## config.mk

```make
export PLATFORM = sky130hd
export DESIGN_NAME = mdw_lock_bank
export DESIGN_NICKNAME = d
export VERILOG_FILES = /design/src/mdw_pkg.sv /design/src/mdw_lock_bank.sv
export SDC_FILE = /design/constraint.sdc
export NUM_CORES = 1
export LEC_CHECK = 0
export BUFFER_PORTS_ARGS = -buffer_cell sky130_fd_sc_hd__buf_4
export CAP_MARGIN = 30
export CORE_ASPECT_RATIO = 1.25
export CORE_UTILIZATION = 55
export CTS_CLUSTER_SIZE = 20
export DETAILED_ROUTE_END_ITERATION = 8
export PLACE_DENSITY = 0.89
export SLEW_MARGIN = 25
export SYNTH_ARGS = -nofsm -noshare
export SYNTH_HDL_FRONTEND = slang
export SYNTH_SLANG_ARGS = --single-unit
```

## constraint.sdc

```tcl
create_clock -name clk -period 2.2 [get_ports clk]
set_input_delay 0.11 -clock clk [delete_from_list [all_inputs] [get_ports clk]]
set_output_delay 0.11 -clock clk [all_outputs]
set_load 0.005 [all_outputs]
```

## src/mdw_pkg.sv

```systemverilog
// package for the module-disable write lock: register map, fields, reset values,
// unlock keys, bus request carrier and unlock sequence states.
// assumes a single 10 MHz clock domain and a simple strobe register port.
package mdw_pkg;

  // ---------------------------------------------------------------------------
  // register map (byte addresses, one aligned word each)
  // ---------------------------------------------------------------------------
  localparam int          MDW_AW         = 8;
  localparam logic [7:0]  MDW_SYS_CFG    = 8'h00; // system_config_reg
  localparam logic [7:0]  MDW_UNLOCK_KEY = 8'h04; // write-only key port
  localparam logic [7:0]  MDW_DEV_CFG3   = 8'h08; // device_config_word_three
  localparam logic [7:0]  MDW_MD_BASE    = 8'h10; // module_disable_regs[0]
  localparam int          MDW_MD_NUM     = 4;

  // ---------------------------------------------------------------------------
  // fields and reset values
  // ---------------------------------------------------------------------------
  localparam int          MDW_LOCK_BIT    = 12;  // disable_write_lock
  localparam int          MDW_ONESHOT_BIT = 28;  // lock_one_shot_cfg
  localparam logic        MDW_LOCK_RST    = 1'b1;
  localparam logic [31:0] MDW_CFG3_RST    = 32'hffff_ffff; // most cautious until sampled
  localparam logic [31:0] MDW_MD_RST      = 32'h0000_0000;
  localparam logic [1:0]  MDW_CFG_LOADED  = 2'h3; // sync stages plus capture

  // unlock keys, two writes in consecutive accesses
  localparam logic [31:0] MDW_KEY_A = 32'haa99_6655;
  localparam logic [31:0] MDW_KEY_B = 32'h5566_99aa;

  // ---------------------------------------------------------------------------
  // types
  // ---------------------------------------------------------------------------
  typedef struct packed {
    logic [7:0]  addr;
    logic [31:0] wdata;
    logic        wr;
    logic        rd;
  } mdw_req_t;

  typedef enum logic [1:0] {
    UNL_IDLE,
    UNL_HALF,
    UNL_OPEN
  } mdw_unl_t;

endpackage : mdw_pkg

```

## src/mdw_lock_bank.sv

```systemverilog
// module-disable register bank with write lock, unlock sequence and one-shot lock.
// assumes a register master on clk that never asserts wr and rd together,
// and a nonvolatile configuration word that is quiet around reset release.
`timescale 1ns/100ps
module mdw_lock_bank
  import mdw_pkg::*;
#(
  parameter int NUM_MD = MDW_MD_NUM
) (
  // clock and reset
  input  wire logic                clk,
  input  wire logic                arst_n,
  // register port
  input  wire mdw_req_t            req,
  output logic [31:0]              rdata,
  // nonvolatile configuration word
  input  wire logic [31:0]         nvm_cfg_word,
  // block outputs
  output logic [NUM_MD*32-1:0]     module_disable_regs,
  output logic                     disable_write_lock
);

  // ---------------------------------------------------------------------------
  // state
  // ---------------------------------------------------------------------------
  // one struct keeps reset and next-state handling in one place
  typedef struct packed {
    logic                  lock;
    logic                  set_once;
    mdw_unl_t              unl;
    logic [31:0]           cfg_s1;
    logic [31:0]           cfg_s2;
    logic [31:0]           cfg;
    logic [1:0]            cfg_cnt;
    logic [NUM_MD*32-1:0]  md;
    logic [31:0]           rdata;
  } mdw_state_t;

  mdw_state_t st;
  mdw_state_t next_st;

  // index of a module-disable register, or NUM_MD when not hit
  function automatic int md_index(input logic [7:0] a);
    int k;
    k = NUM_MD;
    for (int i = 0; i < NUM_MD; i++) begin
      if (a == MDW_MD_BASE + 8'(4 * i)) begin
        k = i;
      end
    end
    return k;
  endfunction : md_index

  logic oneshot;
  logic frozen;
  int   widx;
  int   ridx;

  // frozen: one-shot armed and lock set once; only reset thaws it
  assign oneshot = st.cfg[MDW_ONESHOT_BIT];
  assign frozen  = oneshot && st.set_once && st.lock;
  assign widx    = md_index(req.addr);
  assign ridx    = md_index(req.addr);

  // ---------------------------------------------------------------------------
  // next state
  // ---------------------------------------------------------------------------
  always_comb begin
    next_st        = st;
    // config word: two sync stages, then one capture, never again until reset
    next_st.cfg_s1 = nvm_cfg_word;
    next_st.cfg_s2 = st.cfg_s1;
    if (st.cfg_cnt != MDW_CFG_LOADED) begin
      next_st.cfg_cnt = st.cfg_cnt + 2'h1;
      if (st.cfg_cnt == MDW_CFG_LOADED - 2'h1) begin
        next_st.cfg = st.cfg_s2;
      end
    end

    // unlock sequence: any access other than the second key aborts it
    // aborting on reads too keeps a stray access from leaving a half-open door
    if (req.wr || req.rd) begin
      case (st.unl)
        UNL_IDLE: begin
          if (req.wr && req.addr == MDW_UNLOCK_KEY && req.wdata == MDW_KEY_A && !frozen) begin
            next_st.unl = UNL_HALF;
          end
        end
        UNL_HALF: begin
          if (req.wr && req.addr == MDW_UNLOCK_KEY && req.wdata == MDW_KEY_B && !frozen) begin
            next_st.unl = UNL_OPEN;
          end else begin
            next_st.unl = UNL_IDLE;
          end
        end
        UNL_OPEN: begin
          // open until spent by a write to the config register or a new key
          if (req.wr && (req.addr == MDW_SYS_CFG || req.addr == MDW_UNLOCK_KEY)) begin
            next_st.unl = UNL_IDLE;
          end
        end
        default: begin
          next_st.unl = UNL_IDLE;
        end
      endcase
    end

    // lock bit: needs an open sequence; one-shot forbids clearing after a set
    // a set always goes through, only a clear can be refused
    if (req.wr && req.addr == MDW_SYS_CFG && st.unl == UNL_OPEN) begin
      if (req.wdata[MDW_LOCK_BIT]) begin
        next_st.lock     = 1'b1;
        next_st.set_once = 1'b1;
      end else if (!(oneshot && st.set_once)) begin
        next_st.lock = 1'b0;
      end
    end

    // module-disable writes are accepted silently but dropped while locked
    if (req.wr && widx < NUM_MD && !st.lock) begin
      next_st.md[widx*32 +: 32] = req.wdata;
    end

    // read data stands one cycle after the strobe only
    next_st.rdata = 32'h0000_0000;
    if (req.rd) begin
      if (req.addr == MDW_SYS_CFG) begin
        next_st.rdata[MDW_LOCK_BIT] = st.lock;
      end else if (req.addr == MDW_DEV_CFG3) begin
        next_st.rdata = st.cfg;
      end else if (ridx < NUM_MD) begin
        next_st.rdata = st.md[ridx*32 +: 32];
      end
    end
  end

  // ---------------------------------------------------------------------------
  // registers
  // ---------------------------------------------------------------------------
  always_ff @(posedge clk or negedge arst_n) begin
    if (!arst_n) begin
      st          <= '0;
      st.lock     <= MDW_LOCK_RST;
      st.unl      <= UNL_IDLE;
      // all ones until sampled, so one-shot counts as armed early
      st.cfg      <= MDW_CFG3_RST;
      st.md       <= {NUM_MD{MDW_MD_RST}};
    end else begin
      st <= next_st;
    end
  end

  assign rdata               = st.rdata;
  assign module_disable_regs = st.md;
  assign disable_write_lock  = st.lock;

  // ---------------------------------------------------------------------------
  // assertions
  // ---------------------------------------------------------------------------
  // every property samples on clk and stands down while reset is low
  AST_LOCK_DROPS: assert property (@(posedge clk) disable iff (!arst_n)
    st.lock && req.wr && widx < NUM_MD |=> $stable(st.md))
    else $error("write reached a locked module-disable register");

  AST_UNLOCKED_WRITES: assert property (@(posedge clk) disable iff (!arst_n)
    !st.lock && req.wr && widx < NUM_MD && req.wdata != st.md[widx*32 +: 32] |=> !$stable(st.md))
    else $error("unlocked module-disable write was lost");

  AST_NEEDS_KEY: assert property (@(posedge clk) disable iff (!arst_n)
    req.wr && req.addr == MDW_SYS_CFG && st.unl != UNL_OPEN |=> $stable(st.lock))
    else $error("lock changed without unlock sequence");

  AST_ONE_SHOT_HOLDS: assert property (@(posedge clk) disable iff (!arst_n)
    oneshot && st.set_once && st.lock |=> st.lock)
    else $error("one-shot lock was cleared");

  AST_NO_OPEN_FROZEN: assert property (@(posedge clk) disable iff (!arst_n)
    frozen && st.unl != UNL_OPEN |=> st.unl != UNL_OPEN)
    else $error("unlock sequence opened while frozen");

  AST_RESET_ONLY: assert property (@(posedge clk) disable iff (!arst_n)
    $fell(st.lock) |-> !$past(oneshot && st.set_once))
    else $error("lock cleared under one-shot without reset");

  AST_DEFAULT_LOCKED: assert property (@(posedge clk) disable iff (!arst_n)
    st.cfg_cnt == 2'h0 |-> st.lock ##1 st.lock)
    else $error("lock not set after reset");

  AST_MULTI_CLEAR: assert property (@(posedge clk) disable iff (!arst_n)
    !oneshot && st.unl == UNL_OPEN && req.wr && req.addr == MDW_SYS_CFG
      && !req.wdata[MDW_LOCK_BIT] |=> !st.lock)
    else $error("lock not cleared with one-shot off");

  AST_CFG_READ_ONLY: assert property (@(posedge clk) disable iff (!arst_n)
    st.cfg_cnt == MDW_CFG_LOADED |=> $stable(st.cfg))
    else $error("configuration word changed after capture");

  AST_CFG_CAPTURE: assert property (@(posedge clk) disable iff (!arst_n)
    st.cfg_cnt == 2'h2 |=> st.cfg == $past(st.cfg_s2))
    else $error("configuration word not captured");

  AST_CFG_READBACK: assert property (@(posedge clk) disable iff (!arst_n)
    req.rd && req.addr == MDW_DEV_CFG3 |=> rdata == $past(st.cfg))
    else $error("configuration word read back wrong");

  AST_LOCK_READBACK: assert property (@(posedge clk) disable iff (!arst_n)
    req.rd && req.addr == MDW_SYS_CFG |=> rdata[MDW_LOCK_BIT] == $past(st.lock))
    else $error("lock bit read back wrong");

  AST_KEY_REFUSED: assert property (@(posedge clk) disable iff (!arst_n)
    frozen && req.wr && req.addr == MDW_UNLOCK_KEY |=> st.unl == UNL_IDLE)
    else $error("key accepted while frozen");

  AST_SINGLE_CLEAR: assert property (@(posedge clk) disable iff (!arst_n)
    oneshot && !st.set_once && st.unl == UNL_OPEN && req.wr && req.addr == MDW_SYS_CFG
      && !req.wdata[MDW_LOCK_BIT] |=> !st.lock)
    else $error("first clear under one-shot refused");

  AST_SET_MARKS: assert property (@(posedge clk) disable iff (!arst_n)
    st.unl == UNL_OPEN && req.wr && req.addr == MDW_SYS_CFG && req.wdata[MDW_LOCK_BIT] |=> st.lock && st.set_once)
    else $error("lock set not recorded");

endmodule : mdw_lock_bank

```

==> flow_metrics.tcl, run 1 <==
set metrics [dict create \
    r2r_cells 5 \
    grt_usage_pct 31.3 \
    holdCritPathClass "input pin to flop" \
    cts.sinks 262 \
    diodes 0 \
    setup_violations 76 \
    finalWorstPathRequiredPeriod_ns 2.28 \
    place.gp.congestion 0.829 \
    fmax_ghz 0.440 \
    synth_top_area_share_pct 48.0 \
    cts_tree "done" \
    overflow 0 \
    yosysMostFrequentCell "dfrtp_1" \
    yosysUniqueCellTypes 46 \
    drv_slew 0 \
    clkLatencyLatePin_ns 0.54 \
    coreArea_um2 21000 \
    tightest_slew_ns 0.564 \
    cp-end-kind "flop" \
    drc_errors 0 \
    ys_seq_area_share_pct 55.3 \
    r2r_end "module_disable_regs[78]" \
    path_class "input pin to flop" \
    routed_wl_um 34500 \
    crit_start "req[35]" \
    avgSynthCellArea_um2 12.7 \
    endpoint "module_disable_regs[60]" \
    cts.clk_slew.worst_paths_ns 0.06 \
    min_period_over_period_pct 103 \
    synth_ff_type "dfrtp_1" \
    synth_compound_area_share_pct 6.77 \
    clockBufferDepth 3 \
    synthCells 938 \
    cts_made_buffers 25 \
    syn-cell-area_um2 11900 \
    maxCapViolCount 0 \
    rsz0062_at_grt "true" \
    yosys_warnings 0 \
    area_delta_synth_final_pct 27.4 \
    vias_per_cell 5.94 \
    leakage_nw 7.15 \
    synth_top_family_by_area "multiplexers" \
    final.setup.worst_slack_ns -0.0751 \
    failed_checks "negative setup slack" \
    ctsRootBufferMaster "clkbuf_16" \
    io_buffers 236 \
    drt_pass1_iterations 5 \
    ir_drop_mv 0.599 \
    initial_core_util_pct 56.7 \
    async_reset_ff_share_pct 100 \
    design_area_um2 15200 \
    crit_path_start_kind "input pin" \
    crit_fanout 11 \
    synth_area_leaders "dfrtp_1, buf_4, dfstp_2" \
    timing.critical_path.arrival_ns 2.68 \
    dieHeight_um 167 \
    rrSetupSlack_ns 0.37 \
    row_count 59 \
    holdPathStages 4 \
    grt_pass1_wl_um 52300 \
    synth.area.mux_share_pct 15.0 \
    yosys-top-cells-count "dfrtp_1, buf_4, nand2_1" \
    h-tree-depth 1 \
    fin_skew_ns 0.0295 \
    yosys_register_bits 262 \
    synth_xor_area_share_pct 0.0734 \
    dpl_cell_area_um2 13100 \
    synthSimpleGateAreaFrac_pct 9.49 \
    hold_violations 0 \
    synth_fp_nets 1019 \
    ioPinCount 237 \
    grt_max_degree 67 \
    synth_top_area_cell "dfrtp_1" \
    drive_gt1_share_pct 46.4 \
    yosys.area_share.adder_pct 0.524 \
    grt_pass1_vias 8927 \
    cellPowerDensity_nw_per_um2 674 \
    final_nets 1198 \
    place_hpwl_um 20900 \
    dieArea_um2 22300 \
    rr_startpoint "disable_write_lock" \
    die_w_um 134 \
    holdWs_ns 0.0276 \
    antenna_found_initial 0 \
    dr_total_vias 8379 \
    synth_edf_count 0 \
    final_antenna_net_count 0 \
    outcome "finished with violations" \
    slew_headroom_pct 61.9 \
    post_drt_wl_per_cell_um 24.5 \
    cp_data_required_time_ns 2.60 \
    first_iter_violations 750 \
]
placed cells by master, fill, tap and decap left out, drive strengths merged, types with 2 or more instances in the layout:
cell,synthesis,routed
and2,2,2
nand4b,3,3
clkbuf,29,38
nor4b,2,2
o21ai,36,36
nand3b,3,3
inv,7,8
o31ai,3,3
bufinv,0,4
clkinv,0,4
nor4,7,7
a32o,6,6
and3,2,2
nor3,4,4
buf,187,297
nor2b,31,31
or4b,2,2
a21bo,32,32
ha,5,5
nand4,34,34
a22oi,25,25
dfrtp,229,229
mux2,95,95
nor2,29,29
mux4,32,32
nor4bb,4,4
dlygate4sd3,0,68
dfstp,33,33
nand2,76,76
nand3,2,2
nand2b,4,4
or4,2,2
or3,4,4
sequential cells by signal (all words and copies together) (netlist names):
signal and flops:
module_disable_regs 128, st 68, next_st 32, rdata 32
disable_write_lock 1, oneshot 1
layer usage:
metal | GRT usage [%] | wire (um) | vias up
met3 | 5.66 | 2530 | 118
met1 | 37.4 | 12700 | 4332
met5 | 0 | 0 | -
met2 | 53.0 | 17500 | 443
li1 | - | - | 3486
met4 | 17.8 | 1760 | 0
cell type report:
| cell class | instances | area [um2] |
|---|---|---|
| clock buffers | 36 | 707 |
| flip-flops and latches | 262 | 6600 |
| repair buffers | 368 | 3290 |
| well taps | 274 | 343 |
| multi-input cells | 453 | 4080 |
| clock inverters | 10 | 156 |
| inverters | 7 | 26.3 |
| fillers | 1304 | 5840 |
repair_timing:
item | in CTS | in global routing
setup buffers | 8 | 4
endpoints found under the hold margin | 360 | 0
setup endpoints to repair | 95 | 96
cloned | 4 | 2
hold buffers | 68 | 0
resized for setup | 30 | 52
pin swaps | 3 | 11
worst min path at each step:
stage,slack [ns],from,endpoint
floorplan,-0.19,arst_n,module_disable_regs[0]
global placement,0.09,arst_n,next_st[217]
detailed placement,0.09,arst_n,next_st[219]
CTS,0.01,req[38],rdata[12]
global route,0.07,req[38],rdata[12]
finish,0.03,req[38],rdata[12]
per-stage QoR:
stage	TNS, ns	setup WS [ns]	power [mW]	utilization [%]	cells
final	-2.72	-0.0751	10.2	72.2	1410
after global routing	-7.36	-0.121	10.5	72.2	1410
after CTS	-0.0319	-0.0110	10.3	71.0	1405
after detailed placement	-60.24	-0.738	5.65	62.3	1279
after global placement	-54.81	-0.686	5.63	62.3	1279
after floorplan	-53.71	-0.599	5.29	-	938
cell families after synthesis:
kind of cell	Yosys count
fa+ha+maj	5
flops	262
simple gates	213
buf+inv	223
xor+xnor	1
mux	127
compound gates	107
worst max-delay path, stage by stage:
cell and delay [ns]:
buf_6 0.09, or4_4 0.56, nor3_4 0.22, buf_4 0.15, and2_4 0.14, inv_2 0.04, ha_4 0.15, ha_4 0.28
nand2_2 0.05, or4_4 0.54, clkbuf_16 0.22, nand2_1 0.06, o21ai_1 0.06
where the power goes:
group | switching (mW) | internal (mW)
combinational | 0.334 | 0.326
clock | 1.86 | 2.71
sequential | 0.0614 | 4.96
total | 2.25 | 7.99
Power figures use the tool's default switching activity.
==> run 2, diff against run 1 <==
==> constraint.sdc (replaced) <==
create_clock -name clk -period 2.2 [get_ports clk]
set_input_delay 0 -clock clk [delete_from_list [all_inputs] [get_ports clk]]
set_output_delay 0 -clock clk [all_outputs]
set_load 0.005 [all_outputs]
==> run 2 against run 1 <==
  * The run now ends clean
  * Sequential power is essentially flat
  * Clock skew decreased by 0.0099 ns
  * Sequential cell count stayed put
  * Wire length down 5.9%
  * Total power is 5.3% lower
  * Non-clock buffer count is 19 lower
  * First-iteration DRC count decreased by 15%
  * Largest power group unchanged
==> flow_metrics.tcl, run 2 (synthesis gave the netlist of run 1 again) <==
set metrics [dict create \
    clockBufferDepth 3 \
    ir_drop_mv 0.603 \
    io_buffers 236 \
    overflow 0 \
    final_cells 1389 \
    final_nets 1179 \
    coreArea_um2 21000 \
    h-tree-depth 1 \
    final_common_cell "buf_4" \
    r2r_end "module_disable_regs[123]" \
    drt_pass1_iterations 5 \
    area_delta_synth_final_pct 22.2 \
    routed_wl_um 32500 \
    largest_reg_flops 128 \
    slowest_stage "or4_4" \
    maxCapViolCount 0 \
    ctsRootBufferMaster "clkbuf_16" \
    grt_pass1_wl_um 49400 \
    crit_path_start_kind "input pin" \
    drive_gt1_share_pct 41.8 \
    place_hpwl_um 20600 \
    dieArea_um2 22300 \
    path_class "input pin to flop" \
    outcome "finished clean" \
    cellPowerDensity_nw_per_um2 666 \
    cts.clk_slew.worst_paths_ns 0.06 \
    diodes 0 \
    antenna_found_initial 0 \
    final_cell_mix "buf_4, dfrtp_1, nand2_1, dlygate4sd3_1, mux2_1" \
    dr_total_vias 8108 \
    cts.sinks 262 \
    leakage_nw 6.89 \
    post_drt_wl_per_cell_um 23.4 \
    dp.cells 1272 \
    setup_violations 0 \
    crit_path_frequent_cell "buf_4" \
    initial_core_util_pct 56.7 \
    finalWorstPathRequiredPeriod_ns 2.15 \
    tns_ns 0 \
    clkLatencyLatePin_ns 0.53 \
    dieHeight_um 167 \
    row_count 59 \
    grt_pass1_vias 8604 \
    rr_startpoint "disable_write_lock" \
    fmax_ghz 0.466 \
    rrSetupSlack_ns 0.36 \
    cp-end-kind "flop" \
    place.gp.congestion 0.844 \
    die_w_um 134 \
    crit_fanout 7 \
    slew_headroom_pct 55.6 \
    final_antenna_net_count 0 \
    hold_violations 0 \
    holdCritPathClass "input pin to async pin" \
    r2r_cells 5 \
    ioPinCount 237 \
    grt_usage_pct 29.3 \
    vias_per_cell 5.84 \
    drc_errors 0 \
    crit_chain "buf_4, or4_4, nor3_4, and2_4, buf_4, ha_2, a211oi_1, and3_2, buf_4, mux2_1" \
    cp_data_required_time_ns 2.59 \
    tightest_slew_ns 0.665 \
    first_iter_violations 641 \
    fin_skew_ns 0.0195 \
    drv_slew 0 \
    cts_made_buffers 25 \
    min_period_over_period_pct 97.6 \
    grt_max_degree 70 \
    timing.critical_path.arrival_ns 2.54 \
    cts_tree "done" \
    worst_path_largest_cell_delay_ns 0.57 \
]
==> run 2: cell count changes in the layout (fill, tap and decap cells not counted), moves of 3 or more <==
cell,previous run,this run
nand2_4,8,1
nand2_2,5,1
o21ai_2,7,0
o21ai_1,25,30
buf_6,10,4
mux2_4,18,0
mux2_1,43,60
clkbuf_8,4,1
buf_12,16,10
clkbuf_1,7,10
nand2_1,63,74
bufinv_16,4,1
==> run 2: report_power, final <==
| part | internal [mW] | leakage [nW] | switching (mW) | total (mW) |
|---|---|---|---|---|
| combinational | 0.318 | 3.14 | 0.328 | 0.646 |
| sequential | 4.96 | 3.38 | 0.0584 | 5.02 |
| clock | 2.26 | 0.365 | 1.79 | 4.04 |
==> run 2: through the flow <==
step                setup WS, ns  utilization [%]  hold WS, ns  power, mW  area, um2
finish                    0.0529             69.3       0.0313       9.71      14600
global route             -0.0197             69.3       0.0753       10.0      14600
CTS                     0.000188             68.9       0.0685       9.75      14500
detailed placement        -0.511             62.1      0.00163       5.64      13100
global placement          -0.481             62.1     -0.00300       5.62      13100
floorplan                 -0.489                -       -0.296       5.29      12000
==> run 2: what timing repair did <==
action / 4_1_cts / 5_1_grt
setup endpoints to repair: 0 / 32
hold endpoints to repair: 409 / 0
buffers inserted: 0 / 2
hold buffers: 69 / 0
gates resized for setup: 0 / 10
==> run 2: critical path: cells and delay by family <==
| family | cells | cell delay (ns) |
|---|---|---|
| muxes | 1 | 0.34 |
| and+or+nand+nor | 4 | 1.27 |
| adders and majority gates | 1 | 0.29 |
| buffers and inverters | 3 | 0.41 |
| AOI/OAI and AO/OA | 1 | 0.23 |
==> run 2: worst max path at each step <==
stage	start	endpoint	slack, ns	cells past startpoint
after CTS	req[38]	module_disable_regs[32]	0.0002	13
after detailed placement	req[35]	module_disable_regs[32]	-0.51	12
after global routing	req[39]	module_disable_regs[52]	-0.02	13
after floorplan	req[35]	module_disable_regs[34]	-0.49	13
after global placement	req[35]	module_disable_regs[33]	-0.48	12
final	req[35]	module_disable_regs[67]	0.05	10
==> run 2: layout make-up <==
cell class | count | area (um2)
multi-input combinational | 453 | 3900
tap | 274 | 343
sequential | 262 | 6600
clock inverter | 8 | 71.3
inverter | 7 | 26.3
fill | 1398 | 6460
clock buffer | 36 | 677
timing repair buffer | 349 | 2960
==> run 2: per-layer routing <==
metal | track usage [%] | up-vias | part of all wire, %
met5 | 0 | - | 0
met4 | 16.3 | 0 | 5.4
met3 | 5.45 | 117 | 7.0
met2 | 49.6 | 429 | 50
met1 | 35.3 | 4127 | 37
li1 | - | 3435 | -
==> run 3, diff against run 2 <==
Settings changed: ABC_AREA from default to 1, CORE_UTILIZATION 55 to 40, CTS_BUF_LIST from default to sky130_fd_sc_hd__clkbuf_2 sky130_fd_sc_hd__clkbuf_4 sky130_fd_sc_hd__clkbuf_8, PLACE_DENSITY 0.89 to 0.7.
==> run 3 against run 2 <==
  * Fmax is 3.4% higher
  * Setup slack better by 0.072 ns
  * Clock power is 13% higher
  * Final cell count is 49% higher
  * Non-clock buffer count is 7 lower
  * Synthesized cell count is 57% higher
  * Total power is 4.6% higher
  * Critical path depth is 2 higher
  * Via count is 25% higher
  * Sequential cell count stayed put
  * Combinational power is 7.4% lower
  * Clock-buffer cell count is 36 higher
==> flow_metrics.tcl, run 3 <==
set metrics [dict create \
    vias_per_cell 4.90 \
    final_cell_mix "nand2_1, buf_4, dfrtp_1, inv_1, o21ai_1" \
    place_hpwl_um 25800 \
    yosys_register_bits 262 \
    drt_pass1_iterations 5 \
    rsz0062_at_grt "false" \
    overflow 0 \
    hold_violations 0 \
    largest_reg_flops 128 \
    setup_violations 0 \
    postLayoutCoreUtil_pct 49.8 \
    crit_chain "dlygate4sd3_1, buf_4, inv_1, nand2_2, nor2_2, buf_4, nand3_1, nand3_1, nand2_1, nand2_1, a21oi_1, dlygate4sd3_1" \
    die_w_um 161 \
    synth_ff_type "dfrtp_1" \
    async_reset_ff_share_pct 100 \
    design_area_um2 15400 \
    slew_headroom_pct 55.8 \
    cts_made_buffers 44 \
    fmax_ghz 0.482 \
    drc_errors 0 \
    initial_core_util_pct 40.7 \
    coreArea_um2 31000 \
    cts.clk_slew.worst_paths_ns 0.07 \
    synth_area_leaders "dfrtp_1, nand2_1, buf_4" \
    clock_power_share_pct 45.2 \
    dr_total_vias 10100 \
    diodes 0 \
    path_buf_inv 5 \
    cts_resized 0 \
    cellPowerDensity_nw_per_um2 658 \
    synth_fp_nets 1551 \
    holdCritPathClass "input pin to flop" \
    tns_ns 0 \
    synthCells 1470 \
    p_comb_share_pct 5.9 \
    p_seq_share_pct 49.0 \
    io_buffers 236 \
    ioPinCount 237 \
    h-tree-depth 2 \
    drive_gt1_share_pct 25.9 \
    drv_slew 0 \
    synth_edf_count 0 \
    dieHeight_um 201 \
    slowest_stage "dlygate4sd3_1" \
    dieArea_um2 32200 \
    min_period_over_period_pct 94.3 \
    clockBufferDepth 3 \
    first_iter_violations 810 \
    switching_share_pct 22.9 \
    cp-end-kind "flop" \
    ctsRootBufferMaster "clkbuf_8" \
    maxCapViolCount 0 \
    post_drt_wl_per_cell_um 17.9 \
    yosys_warnings 0 \
    area_delta_synth_final_pct 22.3 \
    yosys-top-cells-count "nand2_1, dfrtp_1, buf_4" \
    syn-cell-area_um2 12600 \
    grt_usage_pct 23.4 \
    ys_seq_area_share_pct 52.3 \
    fillers 2915 \
    leakage_nw 7.34 \
    routed_wl_um 37000 \
    outcome "finished clean" \
    grt_pass1_vias 10200 \
    cts_tree "done" \
    crit_family "buffers and inverters" \
    grt_max_degree 67 \
    switching_power_mw 2.32 \
    finalWorstPathRequiredPeriod_ns 2.08 \
    synth_top_area_cell "dfrtp_1" \
    crit_fanout 33 \
    ir_drop_mv 0.432 \
    cts.sinks 262 \
    fin_skew_ns 0.0244 \
    place.gp.congestion 0.883 \
    clkLatencyLatePin_ns 0.55 \
    antenna_found_initial 0 \
    path_class "input pin to flop" \
    worst_path_largest_cell_delay_ns 0.56 \
    final_antenna_net_count 0 \
    final_nets 1707 \
    p_int_mw 7.83 \
    grt_pass1_wl_um 57800 \
    avgSynthCellArea_um2 8.58 \
    tightest_slew_ns 0.659 \
    cp_data_required_time_ns 2.62 \
    row_count 72 \
    crit_path_start_kind "input pin" \
    final_common_cell "nand2_1" \
    synth_top_area_share_pct 45.4 \
    timing.critical_path.arrival_ns 2.49 \
    dpl_cell_area_um2 13700 \
    yosysMostFrequentCell "nand2_1" \
    yosysUniqueCellTypes 35 \
]
## run 3: cell count changes in the layout (fill, tap and decap cells not counted), moves of 26 or more
| cell | previous run | this run |
|---|---|---|
| clkbuf_16 | 26 | 0 |
| nor2b_1 | 31 | 0 |
| inv_1 | 6 | 151 |
| o21ai_1 | 30 | 118 |
| mux2_1 | 60 | 0 |
| nor2_1 | 29 | 94 |
| nand2_1 | 74 | 387 |
| nand3_1 | 2 | 99 |
| a21bo_2 | 32 | 0 |
| clkbuf_8 | 1 | 54 |
| a21oi_1 | 1 | 32 |
| mux4_2 | 32 | 0 |
## run 3: cell type report
cell class / count / area, um2 / share of cell area, %
flip-flops and latches: 262 / 6600 / 42.8
multi-input cells: 821 / 3900 / 25.3
repair buffers: 342 / 2890 / 18.8
clock buffers: 72 / 878 / 5.69
inverters: 155 / 582 / 3.77
well taps: 407 / 509 / 3.30
clock inverters: 7 / 65.1 / 0.422
## run 3: cells by family (layout without fill, tap and decap cells)
| kind of cell | after synthesis | in the layout | share of synthesized area (%) |
|---|---|---|---|
| AND/OR/NAND/NOR | 618 | 618 | 20.8 |
| buffers and inverters | 387 | 576 | 16.9 |
| flip-flops | 262 | 262 | 52.3 |
| AO/OA/AOI/OAI | 165 | 165 | 6.62 |
| multiplexers | 32 | 32 | 2.86 |
| adder cells (fa/ha/maj) | 5 | 5 | 0.496 |
| XOR/XNOR | 1 | 1 | 0.0695 |
## run 3: final timing paths
check	end	depth (start not counted)	startpoint	slack, ns
worst max-delay path	rdata[12]	12	req[34]	0.12
worst min-delay path	st[260]	6	req[40]	0.04
worst max register to register	disable_write_lock	7	st[259]	0.38
worst min register to register	st[224]	0	next_st[224]	0.35
max in group asynchronous	st[181]	3	arst_n	1.72
min in group asynchronous	st[169]	2	arst_n	0.09
## run 3: repair_timing
item,in CTS,in global routing
hold endpoints to repair,409,0
buffers inserted,0,0
hold buffers,75,0
## run 3: power groups by stage
stage / logic, mW / clock network (mW) / registers (mW)
2_1_floorplan: 0.154 / 0 / 5.04
3_3_place_gp: 0.480 / 0 / 5.05
3_5_place_dp: 0.489 / 0 / 5.05
4_1_cts: 0.602 / 4.69 / 4.97
5_1_grt: 0.652 / 4.92 / 4.98
6_report: 0.598 / 4.58 / 4.97
## run 3: metrics by stage
step	power (mW)	setup WS [ns]	instances	hold WS, ns
after global placement	5.53	0.238	1912	-0.0432
after CTS	10.3	0.191	2066	0.0129
final	10.1	0.124	2066	0.0399
after detailed placement	5.54	0.196	1912	-0.0454
after floorplan	5.19	0.0784	1470	-0.296
after global routing	10.5	0.0369	2066	0.0610
## run 3: routing by layer
layer / wire length [um] / global-route usage [%] / vias up
li1: - / - / 4759
met1: 14200 / 28.6 / 4832
met2: 18800 / 40.9 / 458
met3: 2670 / 4.09 / 71
met4: 1390 / 9.27 / 0
met5: 0 / 0 / -
## run 3: worst reg2reg max path, cell delays in order, from the launching register on
cell and delay [ns]:
dfrtp_1 0.38, inv_1 0.07, nor2_1 0.15, inv_1 0.06, nor4_1 0.33, nand2_1 0.12
dlygate4sd3_1 0.57, nand2_1 0.07
